--- src/hw/uart_regs_pkg.sv ---
// Purpose: constants and carriers for the serial port register map decoder
// Assumes: 8-bit host bus with three address lines, one device clock
// Notes:   reset values are all zero; identity codes are top parameters
package uart_regs_pkg;

    // ==================================================================
    // Register offsets
    localparam logic [2:0] OFS_DATA   = 3'h0;
    localparam logic [2:0] OFS_IEN    = 3'h1;
    localparam logic [2:0] OFS_QUEUE  = 3'h2;
    localparam logic [2:0] OFS_LINE   = 3'h3;
    localparam logic [2:0] OFS_MODEM  = 3'h4;
    localparam logic [2:0] OFS_LSTAT  = 3'h5;
    localparam logic [2:0] OFS_MSTAT  = 3'h6;
    localparam logic [2:0] OFS_SCR    = 3'h7;

    // ==================================================================
    // Field positions, page key and reset values
    localparam int         LCR_DIV_BIT  = 7;
    localparam int         EFR_EN_BIT   = 4;
    localparam int         FCR_EN_BIT   = 0;
    localparam int         FCR_RXR_BIT  = 1;
    localparam int         FCR_TXR_BIT  = 2;
    localparam logic [7:0] ENH_KEY      = 8'hBF;
    localparam logic [7:0] IER_GATE     = 8'hF0;
    localparam logic [7:0] FCR_GATE     = 8'h30;
    localparam logic [7:0] MCR_GATE     = 8'hE0;
    localparam logic [7:0] XFR_KEEP     = 8'h3F;
    localparam logic [7:0] REG_RST      = 8'h00;
    localparam int         QDEPTH       = 16;
    localparam int         QWIDTH       = 8;

    // Configuration handed to the serial core, already gated
    typedef struct packed {
        logic [7:0] line_control;
        logic [7:0] baud_divisor_high;
        logic [7:0] baud_divisor_low;
        logic [7:0] irq_enable;
        logic [7:0] queue_control;
        logic [7:0] modem_control;
        logic [7:0] extra_feature;
        logic [7:0] ir_pulse_width;
        logic [7:0] enhanced_function;
        logic [7:0] resume_char_one;
        logic [7:0] resume_char_two;
        logic [7:0] pause_char_one;
        logic [7:0] pause_char_two;
    } core_cfg_t;

    // Status reported by the serial core
    typedef struct packed {
        logic [5:0] irq_code;
        logic [3:0] line_err;
        logic       rx_queue_err;
        logic       tsr_empty;
        logic [7:0] modem_status;
    } core_stat_t;

endpackage

--- src/hw/byte_queue.sv ---
// Purpose: synchronous queue with valid/ready on both sides
// Assumes: single clock, flush empties the queue at once
// Notes:   depth must be a power of two
`timescale 1ns/1ps
`default_nettype none
module byte_queue
    import uart_regs_pkg::*;
#(
    parameter int WIDTH = 8,
    parameter int DEPTH = 16
)(
    // Clock and reset
    input  wire logic             mclk,
    input  wire logic             rst,
    input  wire logic             flush,
    // Fill side
    input  wire logic             in_valid,
    output logic                  in_ready,
    input  wire logic [WIDTH-1:0] in_data,
    // Drain side
    output logic                  out_valid,
    input  wire logic             out_ready,
    output logic      [WIDTH-1:0] out_data
);
    localparam int AW = $clog2(DEPTH);

    logic [WIDTH-1:0] mem [DEPTH];
    logic [AW-1:0]    wr_ptr_reg;
    logic [AW-1:0]    rd_ptr_reg;
    logic [AW:0]      count_reg;
    logic             push;
    logic             pop;

    // Full compares the count at its own width, one bit wider than a pointer
    assign in_ready  = (count_reg != (AW+1)'(DEPTH)) && !flush;
    assign out_valid = (count_reg != '0);
    assign out_data  = mem[rd_ptr_reg];
    assign push      = in_valid && in_ready;
    assign pop       = out_valid && out_ready && !flush;

    // Storage is not reset, only the pointers and the count are
    always_ff @(posedge mclk)
    begin
        if (push)
            mem[wr_ptr_reg] <= in_data;
    end

    // Pointers and count
    always_ff @(posedge mclk or posedge rst)
    begin
        if (rst)
        begin
            wr_ptr_reg <= '0;
            rd_ptr_reg <= '0;
            count_reg  <= '0;
        end
        else if (flush)
        begin
            wr_ptr_reg <= '0;
            rd_ptr_reg <= '0;
            count_reg  <= '0;
        end
        else
        begin
            if (push)
                wr_ptr_reg <= wr_ptr_reg + 1'b1;
            if (pop)
                rd_ptr_reg <= rd_ptr_reg + 1'b1;
            count_reg <= count_reg + (AW+1)'(push) - (AW+1)'(pop);
        end
    end
endmodule
`default_nettype wire

--- src/hw/uart_register_map_decoder.sv ---
// Purpose: host register map of a queued serial port, three pages
// Assumes: bus pins are asynchronous to mclk and are synchronised
// Notes:   an access takes effect a few mclk cycles after its strobe
`timescale 1ns/1ps
`default_nettype none
module uart_register_map_decoder
    import uart_regs_pkg::*;
#(
    parameter logic [7:0] REVISION_CODE = 8'h01, // Arbitrary value
    parameter logic [7:0] CHIP_IDENT    = 8'hA5  // Arbitrary value
)(
    // Clock and reset
    input  wire logic        mclk,
    input  wire logic        rst,
    // Host bus pins
    input  wire logic        cs_n,
    input  wire logic        rd_n,
    input  wire logic        wr_n,
    input  wire logic [2:0]  addr,
    input  wire logic [7:0]  data_in,
    output logic      [7:0]  data_out,
    output logic             data_oe,
    // Core receive stream
    input  wire logic        rx_valid,
    output logic             rx_ready,
    input  wire logic [7:0]  rx_data,
    // Core transmit stream
    output logic             tx_valid,
    input  wire logic        tx_ready,
    output logic      [7:0]  tx_data,
    // Core configuration and status
    output var core_cfg_t    cfg,
    input  wire core_stat_t  stat
);
    // ==================================================================
    // Bus synchroniser and strobe detection
    logic [13:0] s1_reg;
    logic [13:0] s2_reg;
    logic        rd_act_d_reg;
    logic        wr_act_d_reg;
    logic [2:0]  bus_addr_reg;
    logic [7:0]  wr_data_reg;
    logic        rd_act;
    logic        wr_act;
    logic        rd_start;
    logic        rd_end;
    logic        wr_pulse;

    // Two flops before any logic reads the pins
    always_ff @(posedge mclk or posedge rst)
    begin
        if (rst)
        begin
            s1_reg <= 14'h3FFF;
            s2_reg <= 14'h3FFF;
        end
        else
        begin
            s1_reg <= {cs_n, rd_n, wr_n, addr, data_in};
            s2_reg <= s1_reg;
        end
    end

    assign rd_act   = !s2_reg[13] && !s2_reg[12];
    assign wr_act   = !s2_reg[13] && !s2_reg[11];
    assign rd_start = rd_act && !rd_act_d_reg;
    assign rd_end   = !rd_act && rd_act_d_reg;
    assign wr_pulse = !wr_act && wr_act_d_reg;

    // Address and write data held from the active phase
    always_ff @(posedge mclk or posedge rst)
    begin
        if (rst)
        begin
            rd_act_d_reg <= 1'b0;
            wr_act_d_reg <= 1'b0;
            bus_addr_reg <= 3'h0;
            wr_data_reg  <= REG_RST;
        end
        else
        begin
            rd_act_d_reg <= rd_act;
            wr_act_d_reg <= wr_act;
            if (rd_act || wr_act)
                bus_addr_reg <= s2_reg[10:8];
            if (wr_act)
                wr_data_reg <= s2_reg[7:0];
        end
    end

    // ==================================================================
    // Page decode
    logic [7:0] lcr_reg, dll_reg, dlm_reg, ier_reg, fcr_reg, mcr_reg;
    logic [7:0] efr_reg, xfr_reg, ir_pulse_width_reg, spr_reg;
    logic [7:0] resume_char_one_reg, resume_char_two_reg, pause_char_one_reg, pause_char_two_reg;
    logic       enh_page, div_page, std_page, enh_en, div_zero;
    logic [2:0] acc_addr;

    assign acc_addr = rd_start ? s2_reg[10:8] : bus_addr_reg;
    assign enh_page = (lcr_reg == ENH_KEY);
    assign div_page = lcr_reg[LCR_DIV_BIT] && !enh_page;
    assign std_page = !lcr_reg[LCR_DIV_BIT];
    assign enh_en   = efr_reg[EFR_EN_BIT];
    assign div_zero = (dll_reg == 8'h00) && (dlm_reg == 8'h00);

    // Gated fields read as zero and act as zero while locked
    function automatic logic [7:0] gate(input logic [7:0] v,
                                        input logic [7:0] m,
                                        input logic       en);
        gate = en ? v : (v & ~m);
    endfunction

    function automatic logic hit(input logic [2:0] a,
                                 input logic [2:0] ofs);
        hit = (a == ofs);
    endfunction

    // ==================================================================
    // Write decode, one process per register group
    logic wr_std, wr_div, wr_enh;
    assign wr_std = wr_pulse && std_page;
    assign wr_div = wr_pulse && div_page;
    assign wr_enh = wr_pulse && enh_page;

    // Line control is reachable on every page
    always_ff @(posedge mclk or posedge rst)
    begin
        if (rst)
            lcr_reg <= REG_RST;
        else if (wr_pulse && hit(bus_addr_reg, OFS_LINE))
            lcr_reg <= wr_data_reg;
    end

    // Divisor bytes on the divisor page only
    always_ff @(posedge mclk or posedge rst)
    begin
        if (rst)
        begin
            dll_reg <= REG_RST;
            dlm_reg <= REG_RST;
        end
        else if (wr_div)
        begin
            if (hit(bus_addr_reg, OFS_DATA))
                dll_reg <= wr_data_reg;
            if (hit(bus_addr_reg, OFS_IEN))
                dlm_reg <= wr_data_reg;
        end
    end

    // Standard page controls; locked bits are stored as zero
    always_ff @(posedge mclk or posedge rst)
    begin
        if (rst)
        begin
            ier_reg <= REG_RST;
            fcr_reg <= REG_RST;
            mcr_reg <= REG_RST;
            spr_reg <= REG_RST;
        end
        else if (wr_std)
        begin
            if (hit(bus_addr_reg, OFS_IEN))
                ier_reg <= gate(wr_data_reg, IER_GATE, enh_en);
            if (hit(bus_addr_reg, OFS_QUEUE))
                fcr_reg <= gate(wr_data_reg, FCR_GATE, enh_en);
            if (hit(bus_addr_reg, OFS_MODEM))
                mcr_reg <= gate(wr_data_reg, MCR_GATE, enh_en);
            if (hit(bus_addr_reg, OFS_SCR))
                spr_reg <= wr_data_reg;
        end
    end

    // Extra feature and pulse width behind the enhanced enable
    always_ff @(posedge mclk or posedge rst)
    begin
        if (rst)
        begin
            xfr_reg  <= REG_RST;
            ir_pulse_width_reg <= REG_RST;
        end
        else if (wr_std && enh_en)
        begin
            if (hit(bus_addr_reg, OFS_LSTAT))
                xfr_reg <= wr_data_reg & XFR_KEEP;
            if (hit(bus_addr_reg, OFS_MSTAT))
                ir_pulse_width_reg <= wr_data_reg;
        end
    end

    // Enhanced page; host must select it with the key value first
    always_ff @(posedge mclk or posedge rst)
    begin
        if (rst)
        begin
            efr_reg   <= REG_RST;
            resume_char_one_reg  <= REG_RST;
            resume_char_two_reg  <= REG_RST;
            pause_char_one_reg <= REG_RST;
            pause_char_two_reg <= REG_RST;
        end
        else if (wr_enh)
        begin
            unique case (bus_addr_reg)
                OFS_QUEUE: efr_reg   <= wr_data_reg;
                OFS_MODEM: resume_char_one_reg  <= wr_data_reg;
                OFS_LSTAT: resume_char_two_reg  <= wr_data_reg;
                OFS_MSTAT: pause_char_one_reg <= wr_data_reg;
                OFS_SCR:   pause_char_two_reg <= wr_data_reg;
                default:   efr_reg   <= efr_reg;
            endcase
        end
    end

    // ==================================================================
    // Queues in the data path
    logic       tx_in_ready, rx_out_valid, tx_push, rx_pop;
    logic       rx_flush, tx_flush;
    logic [7:0] rx_head;

    // Reset bits in queue control act once, on the write itself
    assign rx_flush = wr_std && hit(bus_addr_reg, OFS_QUEUE)
                      && wr_data_reg[FCR_RXR_BIT];
    assign tx_flush = wr_std && hit(bus_addr_reg, OFS_QUEUE)
                      && wr_data_reg[FCR_TXR_BIT];
    // A byte written to a full queue is dropped, not stalled
    assign tx_push  = wr_std && hit(bus_addr_reg, OFS_DATA);
    // Pop at the end of the read so the host saw the old head
    assign rx_pop   = rd_end && std_page
                      && hit(bus_addr_reg, OFS_DATA);

    byte_queue #(.WIDTH(QWIDTH), .DEPTH(QDEPTH)) tx_queue (
        .mclk      (mclk),
        .rst       (rst),
        .flush     (tx_flush),
        .in_valid  (tx_push),
        .in_ready  (tx_in_ready),
        .in_data   (wr_data_reg),
        .out_valid (tx_valid),
        .out_ready (tx_ready),
        .out_data  (tx_data)
    );

    byte_queue #(.WIDTH(QWIDTH), .DEPTH(QDEPTH)) rx_queue (
        .mclk      (mclk),
        .rst       (rst),
        .flush     (rx_flush),
        .in_valid  (rx_valid),
        .in_ready  (rx_ready),
        .in_data   (rx_data),
        .out_valid (rx_out_valid),
        .out_ready (rx_pop),
        .out_data  (rx_head)
    );

    // ==================================================================
    // Read mux
    logic [7:0] isr_val, lsr_val, msr_val, rd_mux;
    logic [7:0] rd_data_reg;

    assign isr_val = {{2{fcr_reg[FCR_EN_BIT]}},
                      enh_en ? stat.irq_code[5:4] : 2'b00,
                      stat.irq_code[3:0]};
    assign lsr_val = {stat.rx_queue_err,
                      !tx_valid && stat.tsr_empty,
                      !tx_valid, stat.line_err,
                      rx_out_valid};
    assign msr_val = stat.modem_status;

    always_comb
    begin
        rd_mux = 8'h00;
        if (enh_page)
        begin
            unique case (acc_addr)
                OFS_QUEUE: rd_mux = efr_reg;
                OFS_LINE:  rd_mux = lcr_reg;
                OFS_MODEM: rd_mux = resume_char_one_reg;
                OFS_LSTAT: rd_mux = resume_char_two_reg;
                OFS_MSTAT: rd_mux = pause_char_one_reg;
                OFS_SCR:   rd_mux = pause_char_two_reg;
                default:   rd_mux = 8'h00;
            endcase
        end
        else if (div_page)
        begin
            unique case (acc_addr)
                OFS_DATA:  rd_mux = div_zero ? REVISION_CODE
                                             : dll_reg;
                OFS_IEN:   rd_mux = div_zero ? CHIP_IDENT
                                             : dlm_reg;
                OFS_LINE:  rd_mux = lcr_reg;
                default:   rd_mux = 8'h00;
            endcase
        end
        else
        begin
            unique case (acc_addr)
                OFS_DATA:  rd_mux = rx_head;
                OFS_IEN:   rd_mux = gate(ier_reg, IER_GATE, enh_en);
                OFS_QUEUE: rd_mux = isr_val;
                OFS_LINE:  rd_mux = lcr_reg;
                OFS_MODEM: rd_mux = gate(mcr_reg, MCR_GATE, enh_en);
                OFS_LSTAT: rd_mux = lsr_val;
                OFS_MSTAT: rd_mux = msr_val;
                OFS_SCR:   rd_mux = spr_reg;
            endcase
        end
    end

    // Read data is frozen at the start of the read strobe
    always_ff @(posedge mclk or posedge rst)
    begin
        if (rst)
            rd_data_reg <= 8'h00;
        else if (rd_start)
            rd_data_reg <= rd_mux;
    end

    assign data_out = rd_data_reg;
    assign data_oe  = rd_act_d_reg;

    // ==================================================================
    // Configuration to the core, locked fields forced to zero
    assign cfg = '{line_control:      lcr_reg,
                   baud_divisor_high: dlm_reg,
                   baud_divisor_low:  dll_reg,
                   irq_enable:        gate(ier_reg, IER_GATE, enh_en),
                   queue_control:     gate(fcr_reg, FCR_GATE, enh_en),
                   modem_control:     gate(mcr_reg, MCR_GATE, enh_en),
                   extra_feature:     enh_en ? xfr_reg : 8'h00,
                   ir_pulse_width:    enh_en ? ir_pulse_width_reg : 8'h00,
                   enhanced_function: efr_reg,
                   resume_char_one:   resume_char_one_reg,
                   resume_char_two:   resume_char_two_reg,
                   pause_char_one:    pause_char_one_reg,
                   pause_char_two:    pause_char_two_reg};

    // ==================================================================
    // Assertions
    property p_rx_pop;
        @(posedge mclk) disable iff (rst)
        rx_pop && rx_out_valid && !rx_flush |=> !rx_pop;
    endproperty
    a_rx_pop: assert property (p_rx_pop) else $error("rx pop repeated");

    property p_lcr_wr;
        @(posedge mclk) disable iff (rst)
        wr_pulse && bus_addr_reg == OFS_LINE |=> lcr_reg == $past(wr_data_reg);
    endproperty
    a_lcr_wr: assert property (p_lcr_wr) else $error("line control lost");

    property p_ier_lock;
        @(posedge mclk) disable iff (rst)
        rd_start && std_page && !enh_en && acc_addr == OFS_IEN
        |=> rd_data_reg[7:4] == 4'h0;
    endproperty
    a_ier_lock: assert property (p_ier_lock) else $error("ier lock");

    property p_isr_q;
        @(posedge mclk) disable iff (rst)
        rd_start && std_page && acc_addr == OFS_QUEUE
        |=> rd_data_reg[7:6] == {2{fcr_reg[FCR_EN_BIT]}};
    endproperty
    a_isr_q: assert property (p_isr_q) else $error("isr queue bits");

    property p_dll_wr;
        @(posedge mclk) disable iff (rst)
        wr_div && bus_addr_reg == OFS_DATA |=> dll_reg == $past(wr_data_reg);
    endproperty
    a_dll_wr: assert property (p_dll_wr) else $error("divisor low");

    property p_ident;
        @(posedge mclk) disable iff (rst)
        rd_start && div_page && div_zero && acc_addr == OFS_IEN
        |=> rd_data_reg == CHIP_IDENT ##1 data_oe;
    endproperty
    a_ident: assert property (p_ident) else $error("ident read");

    property p_efr_wr;
        @(posedge mclk) disable iff (rst)
        wr_enh && bus_addr_reg == OFS_QUEUE |=> efr_reg == $past(wr_data_reg);
    endproperty
    a_efr_wr: assert property (p_efr_wr) else $error("efr write");

    property p_xfr_ro;
        @(posedge mclk) disable iff (rst)
        wr_std && !enh_en && bus_addr_reg == OFS_LSTAT |=> $stable(xfr_reg);
    endproperty
    a_xfr_ro: assert property (p_xfr_ro) else $error("xfr unlocked");

    property p_xfr_rsv;
        @(posedge mclk) disable iff (rst)
        xfr_reg[7:6] == 2'b00;
    endproperty
    a_xfr_rsv: assert property (p_xfr_rsv) else $error("xfr reserved");

    c_tx_push: cover property (@(posedge mclk) tx_push && tx_in_ready);
    c_rx_read: cover property (@(posedge mclk) rx_pop && rx_out_valid);
    c_enh_wr:  cover property (@(posedge mclk) wr_enh);
endmodule
`default_nettype wire

--- config.mk ---
export PLATFORM = sky130hd
export DESIGN_NAME = uart_register_map_decoder
export DESIGN_NICKNAME = d
export VERILOG_FILES = /design/src/hw/uart_regs_pkg.sv /design/src/hw/byte_queue.sv /design/src/hw/uart_register_map_decoder.sv
export SDC_FILE = /design/constraint.sdc
export NUM_CORES = 1
export LEC_CHECK = 0
export BUFFER_PORTS_ARGS = -buffer_cell sky130_fd_sc_hd__buf_2
export CAP_MARGIN = 20
export CORE_MARGIN = 2
export CORE_UTILIZATION = 50
export DETAILED_ROUTE_END_ITERATION = 16
export GPL_TIMING_DRIVEN = 0
export MAX_ROUTING_LAYER = met4
export PLACE_DENSITY = 0.78
export SKIP_CTS_REPAIR_TIMING = 1
export SLEW_MARGIN = 25
export SYNTH_ARGS = -nofsm -noshare
export SYNTH_HDL_FRONTEND = slang
export SYNTH_SLANG_ARGS = --single-unit
--- constraint.sdc ---
create_clock -name mclk -period 7.3 [get_ports mclk]
set_input_delay 0.73 -clock mclk [delete_from_list [all_inputs] [get_ports mclk]]
set_output_delay 0.73 -clock mclk [all_outputs]
set_load 0.01 [all_outputs]
# Word-level counts from Yosys, hierarchy flattened
# Memory sizes are Yosys's and may differ from the RTL's.
# Cells that the tools add are included.
# totals
regBits	185
ram_bits	256
in_bits	46
out_inout_bits	123
word_cells	147
memories	2
# memory_table
memory	words	width	rd	rd_ports_with_merged_regs	write_ports	line_no	text
rx_queue.mem	16	8	1	0	1	byte_queue.sv:27	logic [WIDTH-1:0] mem [DEPTH];
tx_queue.mem	16	8	1	0	1	byte_queue.sv:27	
# classes
add_sub_neg	8
eq_ne	17
muxes	31
n_reduce_logical	62
# ops
operator	n
$mux 8	9
$pmux 8 s8	1
$pmux 8 s6	1
$mux 4	8
$logic_and 1x1->1	27
$reduce_and 2->1	13
$eq 3x3->1 const B	8
$pmux 8 s3	1
$mux 6	3
$add 4x1->4 const B	4
$logic_not 8->1	2
$eq 3x2->1 const B	4
$logic_not 1->1	11
$add 5x1->5	2
$mux 5	2
$ne 5x5->1 const B	2
$reduce_bool 5->1	2
$sub 5x1->5	2
$eq 8x8->1 const B	1
$reduce_bool 2->1	4
$eq 3x1->1 const B	2
$logic_not 3->1	2
$mux 1	4
$mux 3	1
other kinds (2)	2

# Longest topological paths before layout
# depth
word_depth	13
ltp_mapped	16
mapped_depth_nobuf	15

# By module
# A second synthesis with hierarchy kept.
# hier_totals
hier_cells	1346
hier_area_um2	19341.0
# modules_own_cells
mod	n_inst	cells_per_inst	area_each_um2	seq_area_each_um2
byte_queue	2	337	5813.1	4169.0
uart_register_map_decoder	1	672	7714.9	4013.8

# Least setup slack after synthesis
# Ideal clock, no wire load.
# synth_timing
path_type	reg2reg
start	register s2_reg[13]
end	register tx_queue.count_reg[4]
setup_time_ns	0.078
arrival_ns	3.280
required_ns	7.222
path_slack_ns	3.942
path_stages_with_launch	17
path_buffers	1
synth_period_minus_slack_ns	3.358
path_cell_list	dfstp_2 o21ai_1 or3_1 or2_2 nor2_1 clkbuf_1 nor2_1 ha_1 inv_1 ha_1 inv_1 fa_1 inv_1 a21oi_1 nor2_1 or3_1 a21oi_1
# synth_between
elab_chain_len	13
elab_cells_between_ends	15
cone_classes	add/sub (2); mux (1); reduce/logical (12)
# synth_rtl
element	line_no	text
from (decl)	uart_register_map_decoder.sv:38	logic [13:0] s2_reg;
from (signal assigned)	uart_register_map_decoder.sv:60	s2_reg <= s1_reg;
$logic_not 1->1 (*)	uart_register_map_decoder.sv:65	assign wr_act = !s2_reg[13] && !s2_reg[11];
$logic_and 1x1->1 (*)	uart_register_map_decoder.sv:65	
$logic_not 1->1 (*)	uart_register_map_decoder.sv:68	assign wr_pulse = !wr_act && wr_act_d_reg;
$logic_and 1x1->1 (*)	uart_register_map_decoder.sv:68	
$logic_and 1x1->1 (*)	uart_register_map_decoder.sv:121	assign wr_std = wr_pulse && std_page;
$logic_and 1x1->1	uart_register_map_decoder.sv:224	assign tx_flush = wr_std && hit(bus_addr_reg, OFS_QUEUE)
$logic_and 1x1->1	uart_register_map_decoder.sv:225	&& wr_data_reg[FCR_TXR_BIT];
$logic_not 1->1	byte_queue.sv:35, byte_queue.sv:39	
$logic_and 1x1->1	byte_queue.sv:35	assign in_ready = (count_reg != (AW+1)'(DEPTH)) && !flush;
$logic_and 1x1->1	byte_queue.sv:38	assign push = in_valid && in_ready;
$add 5x1->5	byte_queue.sv:69	count_reg <= count_reg + (AW+1)'(push) - (AW+1)'(pop);
$sub 5x1->5	byte_queue.sv:69	
$mux 5 (*)	byte_queue.sv:57	else if (flush)
to (signal assigned)	byte_queue.sv:69	
to (decl)	byte_queue.sv:30	logic [AW:0] count_reg;
# Every way passes the cells marked *; elsewhere a longest branch is shown, timed or not.
# A chain may end at the register's enable or synchronous reset.

# Final worst setup path
# layout_timing
start	register wr_data_reg[2]
end	register tx_queue.count_reg[4]
# layout_between
elab_chain_len	7
elab_cells_between_ends	8
cone_classes	add/sub (2); mux (1); reduce/logical (5)
# layout_rtl
element	line_no	text
from (decl)	uart_register_map_decoder.sv:42	logic [7:0] wr_data_reg;
from (signal assigned)	uart_register_map_decoder.sv:87	wr_data_reg <= s2_reg[7:0];
$logic_and 1x1->1 (*)	uart_register_map_decoder.sv:225	
$logic_not 1->1	byte_queue.sv:35, byte_queue.sv:39	
$logic_and 1x1->1	byte_queue.sv:35	
$logic_and 1x1->1	byte_queue.sv:38	
$add 5x1->5	byte_queue.sv:69	
$sub 5x1->5	byte_queue.sv:69	
$mux 5 (*)	byte_queue.sv:57	
# Marks and branches as above.

==> flow_summary.ini <==
[die]
placement_rows = 70
die_h_um = 197.3
core_area_sq_mm = 0.03670
die-area_sq_mm = 0.03894
io_pins = 169
die_x_um = 197.3
initial_core_util_pct = 50.92

[yosys]
synth_top_area_share_pct = 41.14
netlist_instances = 1259
yosysUniqueCellTypes = 61
synth_area_sq_mm = 0.01869
synth_area_leader_cell = edfxtp_1
ys.flop_type = edfxtp_1
synthTopCellsByArea = edfxtp_1 41%, dfrtp_1 21%, mux2_2 6.6%
ys_ff_latch = 441
synth.avg_cell_area_sq_um = 14.84
synth_edf_count = 256
async_flop_share_pct = 41.95
ys_warn_count = 0
ys_seq_area_share_pct = 66.10

[pwr]
power_density_mw_per_mm2 = 348.2
p_total_w = 0.007616
power.leakage_nw = 8.769
ir_worst_vdd_mv = 0.2488

[route]
drc_errors = 0
detail_route.first_pass.iterations = 6
drt-initial-drc-count = 1154
drt-vias-per-instance = 6.016
vias = 11970
wl_per_cell_um = 24.87
drt_wl_total_mm = 49.46
ant_nets = 0

[clock_network]
cts.sinks = 441
clock_path_buffers = 3
worstSkewPairLatency_ns = 0.58
cts_made_buffers = 45
cts_tree = done
clk_pin_slew_worst_paths_ns = 0.06
cts_max_level = 2
root_buffer = clkbuf_16

[grt]
grt_max_degree = 98
grt.overflow.total = 0
antenna_found_initial = 2
grt_pass1_wl_mm = 73.49
grt_pass1_vias = 11980
track_usage_pct = 26.26

[finish]
syn_to_final_growth_pct = 17.05
drive_gt1_share_pct = 33.05
top_regs = rx_queue.mem x128, tx_queue.mem x128
nNetsFinal = 1553
fillCellCount = 2785
final_core_util_pct = 59.60

[timing]
layout_min_cycle_time_ns = 4.350
finClkSkew_ns = 0.02954
maxSlewViolCount = 0
worst_pin_slew_ns = 1.076
setup_viol = 0
rsz0062_at_grt = false
hold_violations = 0
timing.hold.ws_ns = 0.2110
relSlewSlack_pct = 27.68
post-route-period-util_pct = 59.58
fmax_mhz = 229.9

[worst_setup_path]
critPathMaxStageDelay_ns = 0.68
required_ns = 7.80
critPathMaxFanout = 17
cp_num_buf_inv = 6
critPathLaunchType = flop
worstPathCellList = clkbuf_1, inv_1, nor2_1, clkbuf_1, nor2_1, ha_1, inv_1, ha_1, inv_1, fa_1, inv_1, a21oi_1, nor2_1, or3_1, a21oi_1
crit_family = buffers and inverters
worstSetupPathType = flop to flop
cp-end-kind = flop
crit_slowest_cell = clkbuf_1
arrival_ns = 4.85
path_common_cell = inv_1

[run_status]
status = finished, final reports clean

[hold_path]
hold_class = primary input to async pin

[run]
drv_cap = 0

[place]
gp_congestion = 0.9217
port_buffers = 166
place_hpwl_mm = 34.03
-- routing by layer --
metal / global-route usage, % / vias to the layer above / wire length [um]
met5: - / - / 0
met4: 9.858 / 0 / 1848
met3: 5.361 / 118 / 4024
met2: 40.01 / 597 / 23470
met1: 35.19 / 6078 / 20120
li1: - / 5172 / -
-- power breakdown --
group	total [W]	internal (W)	switching (W)
logic	0.00202	0.000866	0.00115
clock network	0.00241	0.00144	0.000970
registers	0.00318	0.00294	0.000246
total	0.00762	0.00525	0.00237
-- metrics by stage --
| step | area, sq um | cells | TNS, ns | setup slack, ns |
|---|---|---|---|---|
| 2_1_floorplan | 18690 | 1260 | 0 | 1.588 |
| 3_3_place_gp | 20110 | 1894 | -73.17 | -0.4804 |
| 3_5_place_dp | 20300 | 1904 | 0 | 3.072 |
| 4_1_cts | 21860 | 1987 | 0 | 3.030 |
| 5_1_grt | 21870 | 1989 | 0 | 2.575 |
| 6_report | 21870 | 1989 | 0 | 2.951 |
-- cell type report --
class	count	area [sq um]	area share, %
multi-input combinational	698	5891	26.93
tap	468	585.6	2.677
inverter	35	138.9	0.6349
buffer	86	419.2	1.916
clock buffer	55	1184	5.411
clock inverter	28	372.9	1.705
sequential	441	12350	56.47
antenna	2	5.005	0.02288
timing repair buffer	176	925.9	4.233
-- synth_stat cells, drive strengths merged, types with 7 or more instances --
cell type  number
a21oi          21
dfrtp         157
xor2           12
mux4           51
nor3b           7
dfstp          28
edfxtp        256
a22oi          34
buf            38
inv            34
and2           33
a221oi         18
nor3           18
nand4          15
mux2          111
nor2           59
clkbuf         48
o21ai          63
nand2b          8
nor4           13
nand3          18
mux2i          38
ha             22
nand2          88
-- final timing paths --
check / slack, ns / start / endpoint / cells after the start
worst max-delay path: 2.95 / wr_data_reg[2] / tx_queue.count_reg[4] / 15
worst min-delay path: 0.21 / rst / s1_reg[3] / 2
worst max register to register: 2.95 / wr_data_reg[2] / tx_queue.count_reg[4] / 15
worst min register to register: 0.35 / s1_reg[1] / s2_reg[1] / 0
max in group asynchronous: 6.17 / rst / s1_reg[8] / 4
min in group mclk: 0.24 / data_in[4] / s1_reg[4] / 1
-- layout by cell type, fill, tap and decap left out, drive strengths merged, types with 35 or more instances in the layout --
| cell type | n |
|---|---|
| nor2 | 59 |
| mux2 | 111 |
| nand2 | 88 |
| mux2i | 38 |
| edfxtp | 256 |
| o21ai | 63 |
| buf | 214 |
| inv | 35 |
| clkbuf | 103 |
| dfrtp | 157 |
| mux4 | 51 |
-- kinds of logic (layout without fill, tap and decap cells) --
group / Yosys count / after routing / synth area share [%]
AO/OA/AOI/OAI: 170 / 170 / 5.999
XOR/XNOR: 16 / 16 / 0.7498
multiplexers: 200 / 200 / 14.93
adder cells (fa/ha/maj): 24 / 24 / 1.687
other: 1 / 4 / 0.02007
flip-flops: 441 / 441 / 66.10
buffers and inverters: 121 / 380 / 2.946
AND/OR/NAND/NOR: 286 / 286 / 7.572
(Power assumes the default switching activity.)
